**config.mk**
```make
export PLATFORM = sky130hd
export DESIGN_NAME = ppf_converter
export DESIGN_NICKNAME = d
export VERILOG_FILES = /design/src/ppf_pkg.sv /design/src/ppf_converter.sv
export SDC_FILE = /design/constraint.sdc
export NUM_CORES = 1
export LEC_CHECK = 0
export BUFFER_PORTS_ARGS = -buffer_cell sky130_fd_sc_hd__buf_2
export CORE_MARGIN = 2
export CORE_UTILIZATION = 45
export DETAILED_ROUTE_END_ITERATION = 12
export SETUP_SLACK_MARGIN = 0.1
export SLEW_MARGIN = 20
export SYNTH_ARGS = -nofsm -noshare
export SYNTH_HDL_FRONTEND = slang
export SYNTH_SLANG_ARGS = --single-unit
export TNS_END_PERCENT = 50
```
**constraint.sdc**
```tcl
create_clock -name ref_clk_in -period 6.6 [get_ports ref_clk_in]
set_input_delay 0 -clock ref_clk_in [delete_from_list [all_inputs] [get_ports ref_clk_in]]
set_output_delay 0 -clock ref_clk_in [all_outputs]
set_load 0.1 [all_outputs]
```
**src/ppf_pkg.sv**
```systemverilog
// Shared constants and types for the power-to-pulse frequency converter
package ppf_pkg;

    // Oscillator rate
    localparam int unsigned CLK_MHZ           = 100;

    // Slow outputs: width turns to half period below this period
    localparam int unsigned SLOW_HALF_LIMIT_MS = 1100;
    // Calibration output: nominal width and half-period limit
    localparam int unsigned CAL_WIDTH_MS       = 180;
    localparam int unsigned CAL_HALF_LIMIT_MS  = 360;
    // Calibration width in the 2048x mode
    localparam int unsigned CAL_FAST_WIDTH_US  = 36;

    // Derived cycle counts (longest times, rounded down)
    localparam int unsigned SLOW_WIDTH_CYC_DEF = (SLOW_HALF_LIMIT_MS / 2) * 1000 * CLK_MHZ;
    localparam int unsigned CAL_WIDTH_CYC_DEF  = CAL_WIDTH_MS * 1000 * CLK_MHZ;
    localparam int unsigned CAL_FAST_CYC       = CAL_FAST_WIDTH_US * CLK_MHZ;

    // Datapath sizing
    localparam int unsigned PWR_W_DEF          = 16;
    localparam int unsigned QUANT_LOG2_DEF     = 30;
    localparam int unsigned SAMPLE_DIV_LOG2_DEF = 10;
    localparam int unsigned CNT_W              = 32;

    // Calibration scale exponents (scale = 2**shift)
    localparam logic [3:0]  CAL_SHIFT_128      = 4'h7;
    localparam logic [3:0]  CAL_SHIFT_64       = 4'h6;
    localparam logic [3:0]  CAL_SHIFT_32       = 4'h5;
    localparam logic [3:0]  CAL_SHIFT_16       = 4'h4;
    localparam logic [3:0]  CAL_SHIFT_2048     = 4'hb;
    localparam logic [1:0]  RATE_CODE_FAST     = 2'h3;

    // Pin selections travel together
    typedef struct packed {
        logic       scale_sel;
        logic [1:0] rate_code;
    } ppf_sel_s;

endpackage

```
**src/ppf_converter.sv**
```systemverilog
// Power-to-pulse frequency converter: accumulators, pulse shapers, outputs
module ppf_converter
    import ppf_pkg::*;
#(
    parameter int unsigned PWR_W           = PWR_W_DEF,
    parameter int unsigned QUANT_LOG2      = QUANT_LOG2_DEF,
    parameter int unsigned SAMPLE_DIV_LOG2 = SAMPLE_DIV_LOG2_DEF,
    parameter int unsigned SLOW_WIDTH_CYC  = SLOW_WIDTH_CYC_DEF,
    parameter int unsigned CAL_WIDTH_CYC   = CAL_WIDTH_CYC_DEF
) (
    input  wire logic             ref_clk_in,
    input  wire logic             rst_b_in,
    input  wire logic [PWR_W-1:0] power_word_in,
    input  wire logic             rate_select_high_in,
    input  wire logic             rate_select_low_in,
    input  wire logic             calib_scale_select_in,
    output logic                  slow_pulse_out_a_out,
    output logic                  slow_pulse_out_b_out,
    output logic                  calib_pulse_out_out
);

    localparam int unsigned ACC_W = QUANT_LOG2 + 1;
    localparam logic [ACC_W-1:0] SLOW_Q = ACC_W'(1) << QUANT_LOG2;

    // Pin synchronisers: two stages before any use
    logic [2:0] sel_meta;
    logic [2:0] sel_sync;
    ppf_sel_s   sel;

    always_ff @(posedge ref_clk_in or negedge rst_b_in) begin
        if (!rst_b_in) begin
            sel_meta <= 3'h0;
            sel_sync <= 3'h0;
        end else begin
            sel_meta <= {calib_scale_select_in, rate_select_high_in, rate_select_low_in};
            sel_sync <= sel_meta;
        end
    end

    assign sel = ppf_sel_s'(sel_sync);

    // Base tick from a power-of-two prescaler; no fractional divide
    logic [SAMPLE_DIV_LOG2-1:0] prescale;
    wire  base_tick = &prescale;

    always_ff @(posedge ref_clk_in or negedge rst_b_in) begin
        if (!rst_b_in)
            prescale <= '0;
        else
            prescale <= prescale + 1'b1;
    end

    // Each select step doubles the increment, i.e. doubles the base rate
    wire [ACC_W-1:0] inc = ACC_W'(power_word_in) << sel.rate_code;

    // Calibration scale lookup
    wire fast_mode = !sel.scale_sel && (sel.rate_code == RATE_CODE_FAST);
    logic [3:0] cal_shift;

    always_comb begin
        unique case (sel.rate_code)
            2'h0:    cal_shift = sel.scale_sel ? CAL_SHIFT_128 : CAL_SHIFT_64;
            2'h1:    cal_shift = sel.scale_sel ? CAL_SHIFT_64 : CAL_SHIFT_32;
            2'h2:    cal_shift = sel.scale_sel ? CAL_SHIFT_32 : CAL_SHIFT_16;
            2'h3:    cal_shift = sel.scale_sel ? CAL_SHIFT_16 : CAL_SHIFT_2048;
        endcase
    end

    // Quantum is sized so one increment never spans two quanta
    wire [ACC_W-1:0] cal_q = SLOW_Q >> cal_shift;

    // Energy accumulators
    logic [ACC_W-1:0] slow_acc;
    logic [ACC_W-1:0] cal_acc;
    wire  [ACC_W-1:0] slow_sum = slow_acc + inc;
    wire  [ACC_W-1:0] cal_sum  = cal_acc + inc;
    wire  slow_evt = base_tick && (slow_sum >= SLOW_Q);
    wire  cal_evt  = base_tick && (cal_sum >= cal_q);
    wire  [ACC_W-1:0] next_slow_acc = slow_evt ? slow_sum - SLOW_Q : slow_sum;
    wire  [ACC_W-1:0] next_cal_acc  = cal_evt ? cal_sum - cal_q : cal_sum;

    // Remainder carries over, so ripple averages out between pulses
    always_ff @(posedge ref_clk_in or negedge rst_b_in) begin
        if (!rst_b_in) begin
            slow_acc <= '0;
            cal_acc  <= '0;
        end else if (base_tick) begin
            slow_acc <= next_slow_acc;
            cal_acc  <= (cal_q > cal_acc) ? next_cal_acc : '0; // Scale change drops stale energy
        end
    end

    // Pulse shapers: index 0 slow pair, index 1 calibration
    logic [CNT_W-1:0] per_cnt [2];
    logic [CNT_W-1:0] wid_cnt [2];
    logic [CNT_W-1:0] next_wid [2];
    logic [1:0]       evt;
    logic [CNT_W-1:0] wmax [2];

    assign evt     = {cal_evt, slow_evt};
    assign wmax[0] = CNT_W'(SLOW_WIDTH_CYC);
    assign wmax[1] = fast_mode ? CNT_W'(CAL_FAST_CYC) : CNT_W'(CAL_WIDTH_CYC);

    genvar gi;
    generate
        for (gi = 0; gi < 2; gi++) begin : g_shape
            // Width shrinks to half the period just ended; fast mode keeps the calibration width fixed
            wire [CNT_W-1:0] half_per = per_cnt[gi] >> 1;
            wire use_half = (gi == 0 || !fast_mode) && (half_per < wmax[gi]);
            wire [CNT_W-1:0] w_raw = use_half ? half_per : wmax[gi];
            wire [CNT_W-1:0] w_load = (w_raw == '0) ? CNT_W'(1) : w_raw;

            assign next_wid[gi] = evt[gi] ? w_load :
                                  (wid_cnt[gi] != '0) ? wid_cnt[gi] - 1'b1 : '0;

            // Period counter saturates, so the first pulse gets full width
            always_ff @(posedge ref_clk_in or negedge rst_b_in) begin
                if (!rst_b_in) begin
                    per_cnt[gi] <= '1;
                    wid_cnt[gi] <= '0;
                end else begin
                    per_cnt[gi] <= evt[gi] ? CNT_W'(1) :
                                   (&per_cnt[gi]) ? per_cnt[gi] : per_cnt[gi] + 1'b1;
                    wid_cnt[gi] <= next_wid[gi];
                end
            end
        end
    endgenerate

    // Slow pulses alternate between the two outputs; phase low means A goes next
    logic phase;

    always_ff @(posedge ref_clk_in or negedge rst_b_in) begin
        if (!rst_b_in)
            phase <= 1'b0;
        else if (slow_evt)
            phase <= ~phase;
    end

    // Registered outputs; slow pair rests high, calibration rests low
    wire next_slow_on = next_wid[0] != '0;
    wire next_phase   = slow_evt ? ~phase : phase;

    always_ff @(posedge ref_clk_in or negedge rst_b_in) begin
        if (!rst_b_in) begin
            slow_pulse_out_a_out <= 1'b1;
            slow_pulse_out_b_out <= 1'b1;
            calib_pulse_out_out  <= 1'b0;
        end else begin
            // Owner of a running pulse is the output after the toggle
            slow_pulse_out_a_out <= !(next_slow_on && next_phase);
            slow_pulse_out_b_out <= !(next_slow_on && !next_phase);
            calib_pulse_out_out  <= next_wid[1] != '0;
        end
    end

    // Checks
    a_slow_never_both: assert property (@(posedge ref_clk_in) disable iff (!rst_b_in)
        slow_pulse_out_a_out || slow_pulse_out_b_out)
        else $error("both slow outputs low");

    a_slow_event_low: assert property (@(posedge ref_clk_in) disable iff (!rst_b_in)
        slow_evt |=> (!slow_pulse_out_a_out ^ !slow_pulse_out_b_out))
        else $error("slow event gave no low pulse");

    a_slow_alternate: assert property (@(posedge ref_clk_in) disable iff (!rst_b_in)
        slow_evt |=> (!slow_pulse_out_a_out == $past(phase)) == 1'b0)
        else $error("slow outputs did not alternate");

    a_cal_event_high: assert property (@(posedge ref_clk_in) disable iff (!rst_b_in)
        cal_evt |=> calib_pulse_out_out)
        else $error("calibration event gave no pulse");

    a_cal_fast_width: assert property (@(posedge ref_clk_in) disable iff (!rst_b_in)
        (cal_evt && fast_mode) |=> wid_cnt[1] == CNT_W'(CAL_FAST_CYC))
        else $error("fast calibration width wrong");

    a_cal_width_cap: assert property (@(posedge ref_clk_in) disable iff (!rst_b_in)
        (calib_pulse_out_out && !fast_mode) |-> wid_cnt[1] <= CNT_W'(CAL_WIDTH_CYC))
        else $error("calibration width above limit");

    a_slow_width_half: assert property (@(posedge ref_clk_in) disable iff (!rst_b_in)
        (slow_evt && per_cnt[0] > 32'h1) |=> wid_cnt[0] <= ($past(per_cnt[0]) >> 1))
        else $error("slow width above half period");

    a_slow_idle_high: assert property (@(posedge ref_clk_in) disable iff (!rst_b_in)
        (!slow_evt && wid_cnt[0] <= 32'h1) |=> (slow_pulse_out_a_out && slow_pulse_out_b_out))
        else $error("slow output left low after pulse");

    a_cal_idle_low: assert property (@(posedge ref_clk_in) disable iff (!rst_b_in)
        (!cal_evt && wid_cnt[1] <= 32'h1) |=> !calib_pulse_out_out)
        else $error("calibration output left high after pulse");

    a_scale_fast_map: assert property (@(posedge ref_clk_in) disable iff (!rst_b_in)
        fast_mode |-> cal_q == (SLOW_Q >> 11))
        else $error("2048x quantum wrong");

    a_acc_below_quantum: assert property (@(posedge ref_clk_in) disable iff (!rst_b_in)
        ##1 slow_acc < SLOW_Q)
        else $error("slow accumulator holds a whole quantum");

    c_slow_pulse: cover property (@(posedge ref_clk_in) disable iff (!rst_b_in)
        slow_evt ##1 !slow_pulse_out_a_out);
    c_slow_pair: cover property (@(posedge ref_clk_in) disable iff (!rst_b_in)
        (slow_evt && phase) ##1 !slow_pulse_out_b_out);
    c_cal_nominal: cover property (@(posedge ref_clk_in) disable iff (!rst_b_in)
        cal_evt && !fast_mode);
    c_cal_fast: cover property (@(posedge ref_clk_in) disable iff (!rst_b_in)
        cal_evt && fast_mode);

endmodule

```
# Word-level counts from Yosys, hierarchy flattened
# Index checks and enable logic that the tools add are counted.
[classes] addsub=9 n_eq_ne=5 n_bitwise=1 reduce_logical=21 mux=22 shifts=2 magnitude_cmp=5
[ops] operator="32-bit two-way mux" count=8
[ops] operator="31-bit two-way mux" count=7
[ops] operator="32-bit nonzero test" count=4
[ops] operator="32-bit by 1-bit adder with 32-bit output, second input constant" count=2
[ops] operator="32-bit logical NOT" count=2
[ops] operator="32-bit AND reduction" count=2
[ops] operator="32-bit by 1-bit subtractor with 32-bit output, second input constant" count=2
[ops] operator="31-bit adder" count=2
[ops] operator="31-bit >= comparator" count=1
[ops] operator="31-bit >= comparator, second input constant" count=1
[ops] operator="31-bit greater-than comparator" count=1
[ops] operator="31-bit by 25-bit less-than comparator with 1-bit output" count=1
[ops] operator="31-bit by 26-bit less-than comparator with 1-bit output, second input constant" count=1
[ops] operator="16-bit by 2-bit << shifter with 31-bit output" count=1
[ops] operator="31-bit by 4-bit >> shifter with 31-bit output, first input constant" count=1
[ops] operator="31-bit subtractor" count=1
[ops] operator="31-bit subtractor, second input constant" count=1
[ops] operator="25-bit two-way mux" count=1
[ops] operator="4-bit one-hot mux with 4 select lines" count=1
[ops] operator="10-bit by 1-bit adder with 10-bit output, second input constant" count=1
[ops] operator="10-bit AND reduction" count=1
[ops] operator="1-bit logical AND" count=6
[ops] operator="1-bit logical NOT" count=5
[ops] operator="2-bit equality test, second input constant" count=2
[ops] operator="other kinds (7)" count=10
[totals] out_inout_bits=3 reg_bits=210

# Longest topological paths before layout
# Gate-level depths: netlist of the first run.
[logic_depth] word_depth=10 ltp_mapped=28 mapped_depth_nobuf=24

# Least setup slack after synthesis of the first run
# OpenSTA, ideal clock, no wires.
[synth_timing] path_type="reg2reg" start="reg sel_sync[1] (netlist: sel[1])" end="reg calib_pulse_out_out" t_arrival_ns=6.381 setup_slack_ns=0.079 path_stages_with_launch=27 setup_ns=0.140 synth_period_minus_slack_ns=6.521 required_ns=6.460 path_cell_list="dfrtp_1 clkbuf_1 buf_1 nor2_1 and2_1 ha_1 fa_1 a21o_1 a21oi_1 o21ai_0 a41oi_1 nand3_1 a31o_2 a221oi_1 clkbuf_1 xnor2_1 ha_1 a2111o_1 o21ai_0 o211ai_1 a21oi_1 nor4_1 clkbuf_1 nor2b_1 or4_1 nor4_1 nand4_1"
[synth_between] elab_chain_len=10
[synth_lines] element="from (decl)" line="ppf_converter.sv:27" text="logic [2:0] sel_sync;"
[synth_lines] element="from (signal assigned)" line="ppf_converter.sv:36" text="sel_sync <= sel_meta;"
[synth_lines] element="parallel branches: the longest is 8 deep, another holds 31-bit adder"
[synth_lines] element="32-bit two-way mux *" line="ppf_converter.sv:113" text="assign next_wid[gi] = evt[gi] ? w_load :"
[synth_lines] element="32-bit nonzero test *" line="ppf_converter.sv:153" text="calib_pulse_out_out <= next_wid[1] != '0;"
[synth_lines] element="to (signal assigned)" line="ppf_converter.sv:148" text="calib_pulse_out_out <= 1'b0;"
[synth_lines] element="to (signal assigned)" line="ppf_converter.sv:153"
[synth_lines] element="to (decl)" line="ppf_converter.sv:19" text="output logic calib_pulse_out_out"
# Mark *: on every way between the ends.
# A chain may end at the register's enable or synchronous reset.

==> summary.md, run 1 <==
| Metric | Value |
|---|---|
| Status | complete, no violations |
| Critical R2R Launch | sel[0] |
| Reg2reg end | calib_pulse_out_out |
| Logic pwr share | 0.153 |
| Clk pwr share | 0.396 |
| Reg-to-reg setup timing slack | 440 ps |
| Mapped Cells | 1,574 |
| TritonCTS Buffers | 25 |
| Mapped cell area | 14,100 um2 |
| First-pass GRT wire length | 58,200 um |
| Crit path required time | around 7000 ps |
| Rel. slew slack | 0.430 |
| Initial DRT Pass Iterations | 5 |
| Synth Area in Compound Gates | 0.154 |
| Die area | approximately 33,000 um2 |
| Ant diodes | 0 |
| LEAKAGE | 0.00658 uW |
| Max_cap viols | 0 |
| CTS max path bufs | 3 |
| GRT Overall Usage | 0.212 |
| DR DRC count | 0 |
| Worst-path clk slew | ~60 ps |
| Worst Setup End Kind | register |
| Adder-cell share of the synthesized area | 0.0726 |
| R2R depth | 24 |
| Largest cells by area after synthesis | dfrtp_1, dfstp_2, ha_1, xnor2_1, xor2_1 |
| Dpl hpwl | 25,200 um |
| Die span in x | 181 um |
| Area grow syn2layout | 11.8% |
| Post-DRT Antenna Nets | 0 |
| Global route overflow | 0 |
| Post-synth EDFFs | 0 |
| Cell variety after synth | 75 |
| Worst slew pin tran | 855 ps |
| Min cycle time layout | 6160 ps |
| Asr flop ratio synth | 1.00 |
| Cell row count | 64 |
| Number of global-route vias before repair | 11,566 |
| Syn_area_per_cell | between 8 and 9 um2 |
| WL final | 34,800 um |
| Mux cell area share after synthesis | 0.0234 |
| Net Sw Frac | 0.286 |
| IO Port Bufs | 23 |
| Crit start category | register |
| Core Area | 30,700 um2 |
| Area share of and/or/nand/nor cells after synthesis | 0.224 |
| Main combinational cell family by area after synthesis | simple AND/OR/NAND/NOR gates |
| FF+latch count, synth | 210 |
| Initial Utilization | 0.459 |
| Placer Congestion | 0.915 |
| Root buffer cell | clkbuf_16 |
| Vias per std cell | about 5.8 |
| Setup-failing EPs final | 0 |
| P_int | 2420 uW |
| Post-Route Skew | 9.08 ps |
| Smallest hold slack | 61.9 ps |
| Hold Vio Cnt, Final | 0 |
| Synth top area share | 0.256 |
| Crit path DAT | 6540 ps |
| IR drop worst, VDD | 0.000208 V |
| Ys flop type | dfrtp_1 |
| Height of the chip | between 150 and 200 um |
| Initial antenna violation count | 0 |
| Setup Crit Path Kind | reg2reg |
| Yosys top cell by area | dfrtp_1 |
| Critical path peak fanout | 11 |
| Pwr dens | 215 nW/um2 |
| Largest net degree at the start of global routing | 95 |
| WL/cell | 17.1 um |
| RSZ-0062 raised after global routing | no |
| Sequential share of the synthesized area | 0.379 |
| Reg power frac | 0.451 |
| Nets | 1,723 |
| Hold Crit Class | in2async |
| Layout cell share with drive strength beyond 1 | 0.130 |
| Routed vias | 11,722 |
| Initial DRC count | 627 |
| Non-Filler Instances | 2,036 |
| Clock Sink Count | 210 |
| F_max | 162 MHz |
| Top-count cell post-synth | nor2_1 |
| CTS tree | done |
| CTS H-tree depth | 1 |
| Ports | 24 |
| Most common library cells after synthesis | nor2_1, dfrtp_1, nand2_1, xnor2_1, xor2_1 |
| P_sw | 970 uW |
| Fraction of the cycle the final worst path needs | 0.933 |
| Synth Area in XOR/XNOR | 0.117 |
| Slew Viols, Final | 0 |
| Inst Count DP | between 1,500 and 2,000 |
| Insertion delay to the later sink of the worst-skew pair | 530 ps |
| Yosys Warn Count | 0 |
## through the flow
stage                     power (uW)  setup WS [ps]  TNS, ps  utilization  cell area (um2)
after global placement          2050           57.5        0        0.480            14700
after global routing            3560           48.7        0        0.513            15700
after detailed placement        2060          -31.4    -31.4        0.480            14700
final                           3390            444        0        0.513            15700
after floorplan                 1890            212        0            -            14100
after CTS                       3420            128        0        0.508            15600
## worst max-delay path by stage
stage | from | to
floorplan | sel[1] | calib_pulse_out_out
global placement | sel[0] | calib_pulse_out_out
detailed placement | sel[0] | calib_pulse_out_out
CTS | sel[0] | calib_pulse_out_out
global route | sel[0] | calib_pulse_out_out
finish | sel[0] | calib_pulse_out_out
## registers in the layout, summed over array words and instances, names as in the netlist
name / cells
per_cnt: 2
slow_pulse_out_a_out: 1
phase: 1
g_shape.half_per: 62
prescale: 10
wid_cnt: 64
calib_pulse_out_out: 1
slow_acc: 31
sel: 3
sel_meta: 3
cal_acc: 31
slow_pulse_out_b_out: 1
## power by group through the flow
| stage | registers [uW] | logic [uW] | clock network [uW] |
|---|---|---|---|
| after detailed placement | 1550 | 509 | 0 |
| after CTS | 1520 | 517 | 1380 |
| after floorplan | 1500 | 391 | 0 |
| final | 1530 | 520 | 1340 |
| after global routing | 1540 | 588 | 1430 |
| after global placement | 1540 | 504 | 0 |
## placed cells by master, fill, tap and decap left out, types with 57 or more instances in the layout
cell type,instances
xnor2_1,102
nand2_1,135
dfstp_2,66
o21ai_0,78
dfrtp_1,142
nand3_1,57
ha_1,79
nor2_1,183
a21oi_1,81
xor2_1,86
## cell families (layout without fill, tap and decap cells)
group / Yosys count / in the layout
DFF: 210 / 210
buffers and inverters: 104 / 153
and+or+nand+nor: 636 / 636
adders and majority gates: 81 / 81
xor gates and xnor gates: 188 / 188
AOI/OAI and AO/OA: 333 / 333
muxes: 20 / 20
other: 2 / 19
## per-layer routing
metal	up-vias	global-route usage	part of all wire
met5	-	0	0
met4	0	0.0594	0.024
met3	61	0.0256	0.040
met2	261	0.345	0.46
met1	5655	0.297	0.48
li1	5745	-	-
## final cells by class
class | instances | area (um2)
repair buffers | 59 | 435
clock buffers | 33 | 696
fillers | 2856 | 14900
flip-flops and latches | 210 | 5340
inverters | 48 | 180
clock inverters | 13 | 101
multi-input cells | 1277 | 8480
well taps | 396 | 495
## worst max-delay path: stages, from the launching register on
cell       delay, ps
dfrtp_2          400
mux2_2           400
and2_1           220
fa_1             450
a21o_1           220
a21oi_2          180
o21ai_1          110
a41oi_2          260
nand3_1          130
a31o_2           280
a221oi_4         300
buf_6            170
xnor2_1          120
ha_1             300
a2111o_1         400
o21ai_1          210
buf_4            150
o211ai_1         140
a21oi_2          210
nor4_2            90
buf_4            210
o2bb2ai_1        140
or4_1            440
nor4_2           330
nand4_1          150
## repair_timing
item / 4_1_cts / 5_1_grt
setup buffers: 0 / 8
cloned: 0 / 1
endpoints found under the hold margin: 96 / 0
hold buffers: 5 / 0
pin swaps: 0 / 5
gates resized for setup: 5 / 20
endpoints found under the setup margin: 1 / 11
Note: power is estimated with default switching activity, not from simulation.
==> run 2, diff against run 1 <==
BUFFER_PORTS_ARGS = unset   (was -buffer_cell sky130_fd_sc_hd__buf_2)
DONT_BUFFER_PORTS = 1   (was unset)
==> run 2 against run 1 <==
Hold slack got worse by 16 ps. Sequential power is essentially flat. Flip-flop and latch count did not move. First-iteration DRC count increased by 13%. Total power down 0.90%. Count of clock-buffer cells in the layout grew 5. Sequential share of layout area increased by 0.38 points. Clock skew up 1.3 ps. Via count down 0.57%. Non-clock buffer count down 26. Combinational power fell by 2%. Largest power group unchanged.
==> summary.md, run 2 (synthesis results as in run 1) <==
| Metric | Value |
|---|---|
| Status | complete, no violations |
| P_int | 2410 uW |
| Largest net degree at the start of global routing | 211 |
| CTS tree | done |
| Max reg flops | 64 |
| Ports | 24 |
| P_sw | 949 uW |
| WHS Path Cells | 1 |
| IR drop worst, VDD | 0.000175 V |
| WL/cell | 17.5 um |
| TritonCTS Buffers | 25 |
| Die area | 32,700 um2 |
| Critical path peak fanout | 8 |
| DR DRC count | 0 |
| Worst-path clk slew | approximately 60 ps |
| Setup tns final | 0 ps |
| Cell row count | 64 |
| Design Area, Final | 15,500 um2 |
| Layout fillers | ~2,800 |
| CTS max path bufs | 3 |
| Min cycle time layout | 6160 ps |
| IO Port Bufs | 0 |
| Root buffer cell | clkbuf_16 |
| Most common cell after layout, fill and taps aside | nor2_1 |
| Post-Route Skew | 10.3 ps |
| Die span in x | 181 um |
| Net Sw Frac | 0.283 |
| Dpl hpwl | 25,100 um |
| Slew Viols, Final | 0 |
| Crit path DAT | 6540 ps |
| Height of the chip | 181 um |
| F_max | 162 MHz |
| Rel. slew slack | 0.331 |
| Area grow syn2layout | 10.5% |
| Nets | 1,697 |
| First-pass GRT wire length | 58,100 um |
| LEAKAGE | approximately 0.0065 uW |
| WL final | roughly 35,000 um |
| Worst slew pin tran | 1000 ps |
| Worst stage delay on the critical path | 550 ps |
| Reg power frac | 0.456 |
| Reg area | ~5300 um2 |
| Crit start category | register |
| Worst setup path endpoint | calib_pulse_out_out |
| Most frequent cells in the layout | nor2_1, dfrtp_1, nand2_1 |
| R2R depth | 23 |
| Reg-to-reg setup timing slack | around 440 ps |
| Fraction of the cycle the final worst path needs | 0.933 |
| Initial Utilization | 0.459 |
| CP startpoint | sel[0] |
| Reg2reg end | calib_pulse_out_out |
| Routed vias | 11,655 |
| Post-DRT Antenna Nets | 0 |
| Logic pwr share | 0.152 |
| RSZ-0062 raised after global routing | no |
| Number of global-route vias before repair | roughly 11,000 |
| Critical R2R Launch | sel[0] |
| CTS H-tree depth | 1 |
| Max_cap viols | 0 |
| Hold Crit Class | in2reg |
| Initial DRT Pass Iterations | 5 |
| Pwr dens | approximately 220 nW/um2 |
| Core Area | roughly 31,000 um2 |
| GRT Overall Usage | 0.213 |
| Insertion delay to the later sink of the worst-skew pair | 520 ps |
| Placer Congestion | between 0.8 and 0.9 |
| Vias per std cell | roughly 5.8 |
| Area of the multi-input gates | between 8000 and 9000 um2 |
| Initial DRC count | 710 |
| Worst Setup End Kind | register |
| Layout cell share with drive strength beyond 1 | 0.111 |
| Clk pwr share | 0.392 |
| Setup Crit Path Kind | reg2reg |
| Global route overflow | 0 |
| Setup-failing EPs final | 0 |
| Crit path required time | around 7000 ps |
| Hold Vio Cnt, Final | 0 |
| Ant diodes | 0 |
| Dpl cell area | 14,600 um2 |
| Initial antenna violation count | 0 |
| Register bank with the most flops | wid_cnt |
| Clock Sink Count | 210 |
| Critical path cell sequence | mux2_2, and2_1, fa_1, a21o_1, a21oi_2, o21ai_1, a41oi_2, nand3_1, a31o_2, a221oi_1, buf_4, buf_4, xnor2_1, ha_1, a2111o_1, o21ai_2, o21ai_1, o31a_2, nand2_1, o22ai_1, or4_1, nor4_1, nand4_1 |
| Crit-path slowest cell | or4_1 |
==> run 2: changes by cell type in the layout (fill, tap and decap cells not counted), sizes merged <==
cell	before	now
clkinv	8	4
inv	49	48
clkdlybuf4s15	1	0
buf	53	27
bufinv	1	0
clkbuf	33	38
dlygate4sd3	5	6
==> run 2: area by class of cell <==
class / instances / share of cell area
timing repair buffer: 33 / 0.0200
tap: 396 / 0.0319
clock inverter: 7 / 0.00258
multi-input combinational: 1277 / 0.543
inverter: 48 / 0.0116
sequential: 210 / 0.343
clock buffer: 38 / 0.0479
==> run 2: worst max-delay path, delay by kind of cell (launching register included) <==
family | cells | cell delay (ps)
adders and majority gates | 2 | 750
buffers and inverters | 2 | 340
and+or+nand+nor | 6 | 1490
muxes | 1 | 410
AOI/OAI and AO/OA | 11 | 2510
xor gates and xnor gates | 1 | 120
DFF | 1 | 410
==> run 2: worst min-delay path by stage <==
| stage | from | end | slack, ps |
|---|---|---|---|
| after detailed placement | rst_b_in | slow_acc[9] | -290 |
| after floorplan | rst_b_in | cal_acc[0] | -300 |
| final | rate_select_low_in | sel_meta[0] | 50 |
| after global placement | rst_b_in | slow_acc[10] | -290 |
| after global routing | calib_scale_select_in | sel_meta[2] | 30 |
| after CTS | rate_select_low_in | sel_meta[0] | 30 |
==> run 2: power groups by stage <==
stage                     clock network [uW]  logic (uW)  registers [uW]
after floorplan                            0         391            1500
after global placement                     0         465            1550
after detailed placement                   0         469            1550
after CTS                               1350         505            1530
after global routing                    1400         576            1550
final                                   1320         512            1530
==> run 2: metrics by stage <==
step / instances / worst slack, ps / util / hold slack, ps / power, uW
after global routing: 2009 / 60.8 / 0.507 / 32.0 / 3530
after CTS: 2002 / 218 / 0.503 / 27.9 / 3390
final: 2009 / 442 / 0.507 / 46.1 / 3360
after floorplan: 1591 / 212 / - / -296 / 1890
after detailed placement: 1950 / 127 / 0.475 / -290 / 2020
after global placement: 1950 / 257 / 0.475 / -291 / 2010
==> run 2: repair_timing <==
action                     in CTS  in global routing
buffers inserted                0                  6
setup endpoints to repair       1                  4
hold endpoints to repair      216                  0
pin swaps                       0                  3
gates resized for setup         2                 14
hold buffers                    7                  0
==> run 2: routing by layer <==
metal | up-vias | share of wire | global-route usage
met5 | - | 0 | 0
met4 | 0 | 0.025 | 0.0558
met3 | 61 | 0.045 | 0.0290
met2 | 282 | 0.44 | 0.337
met1 | 5612 | 0.48 | 0.306
li1 | 5700 | - | -
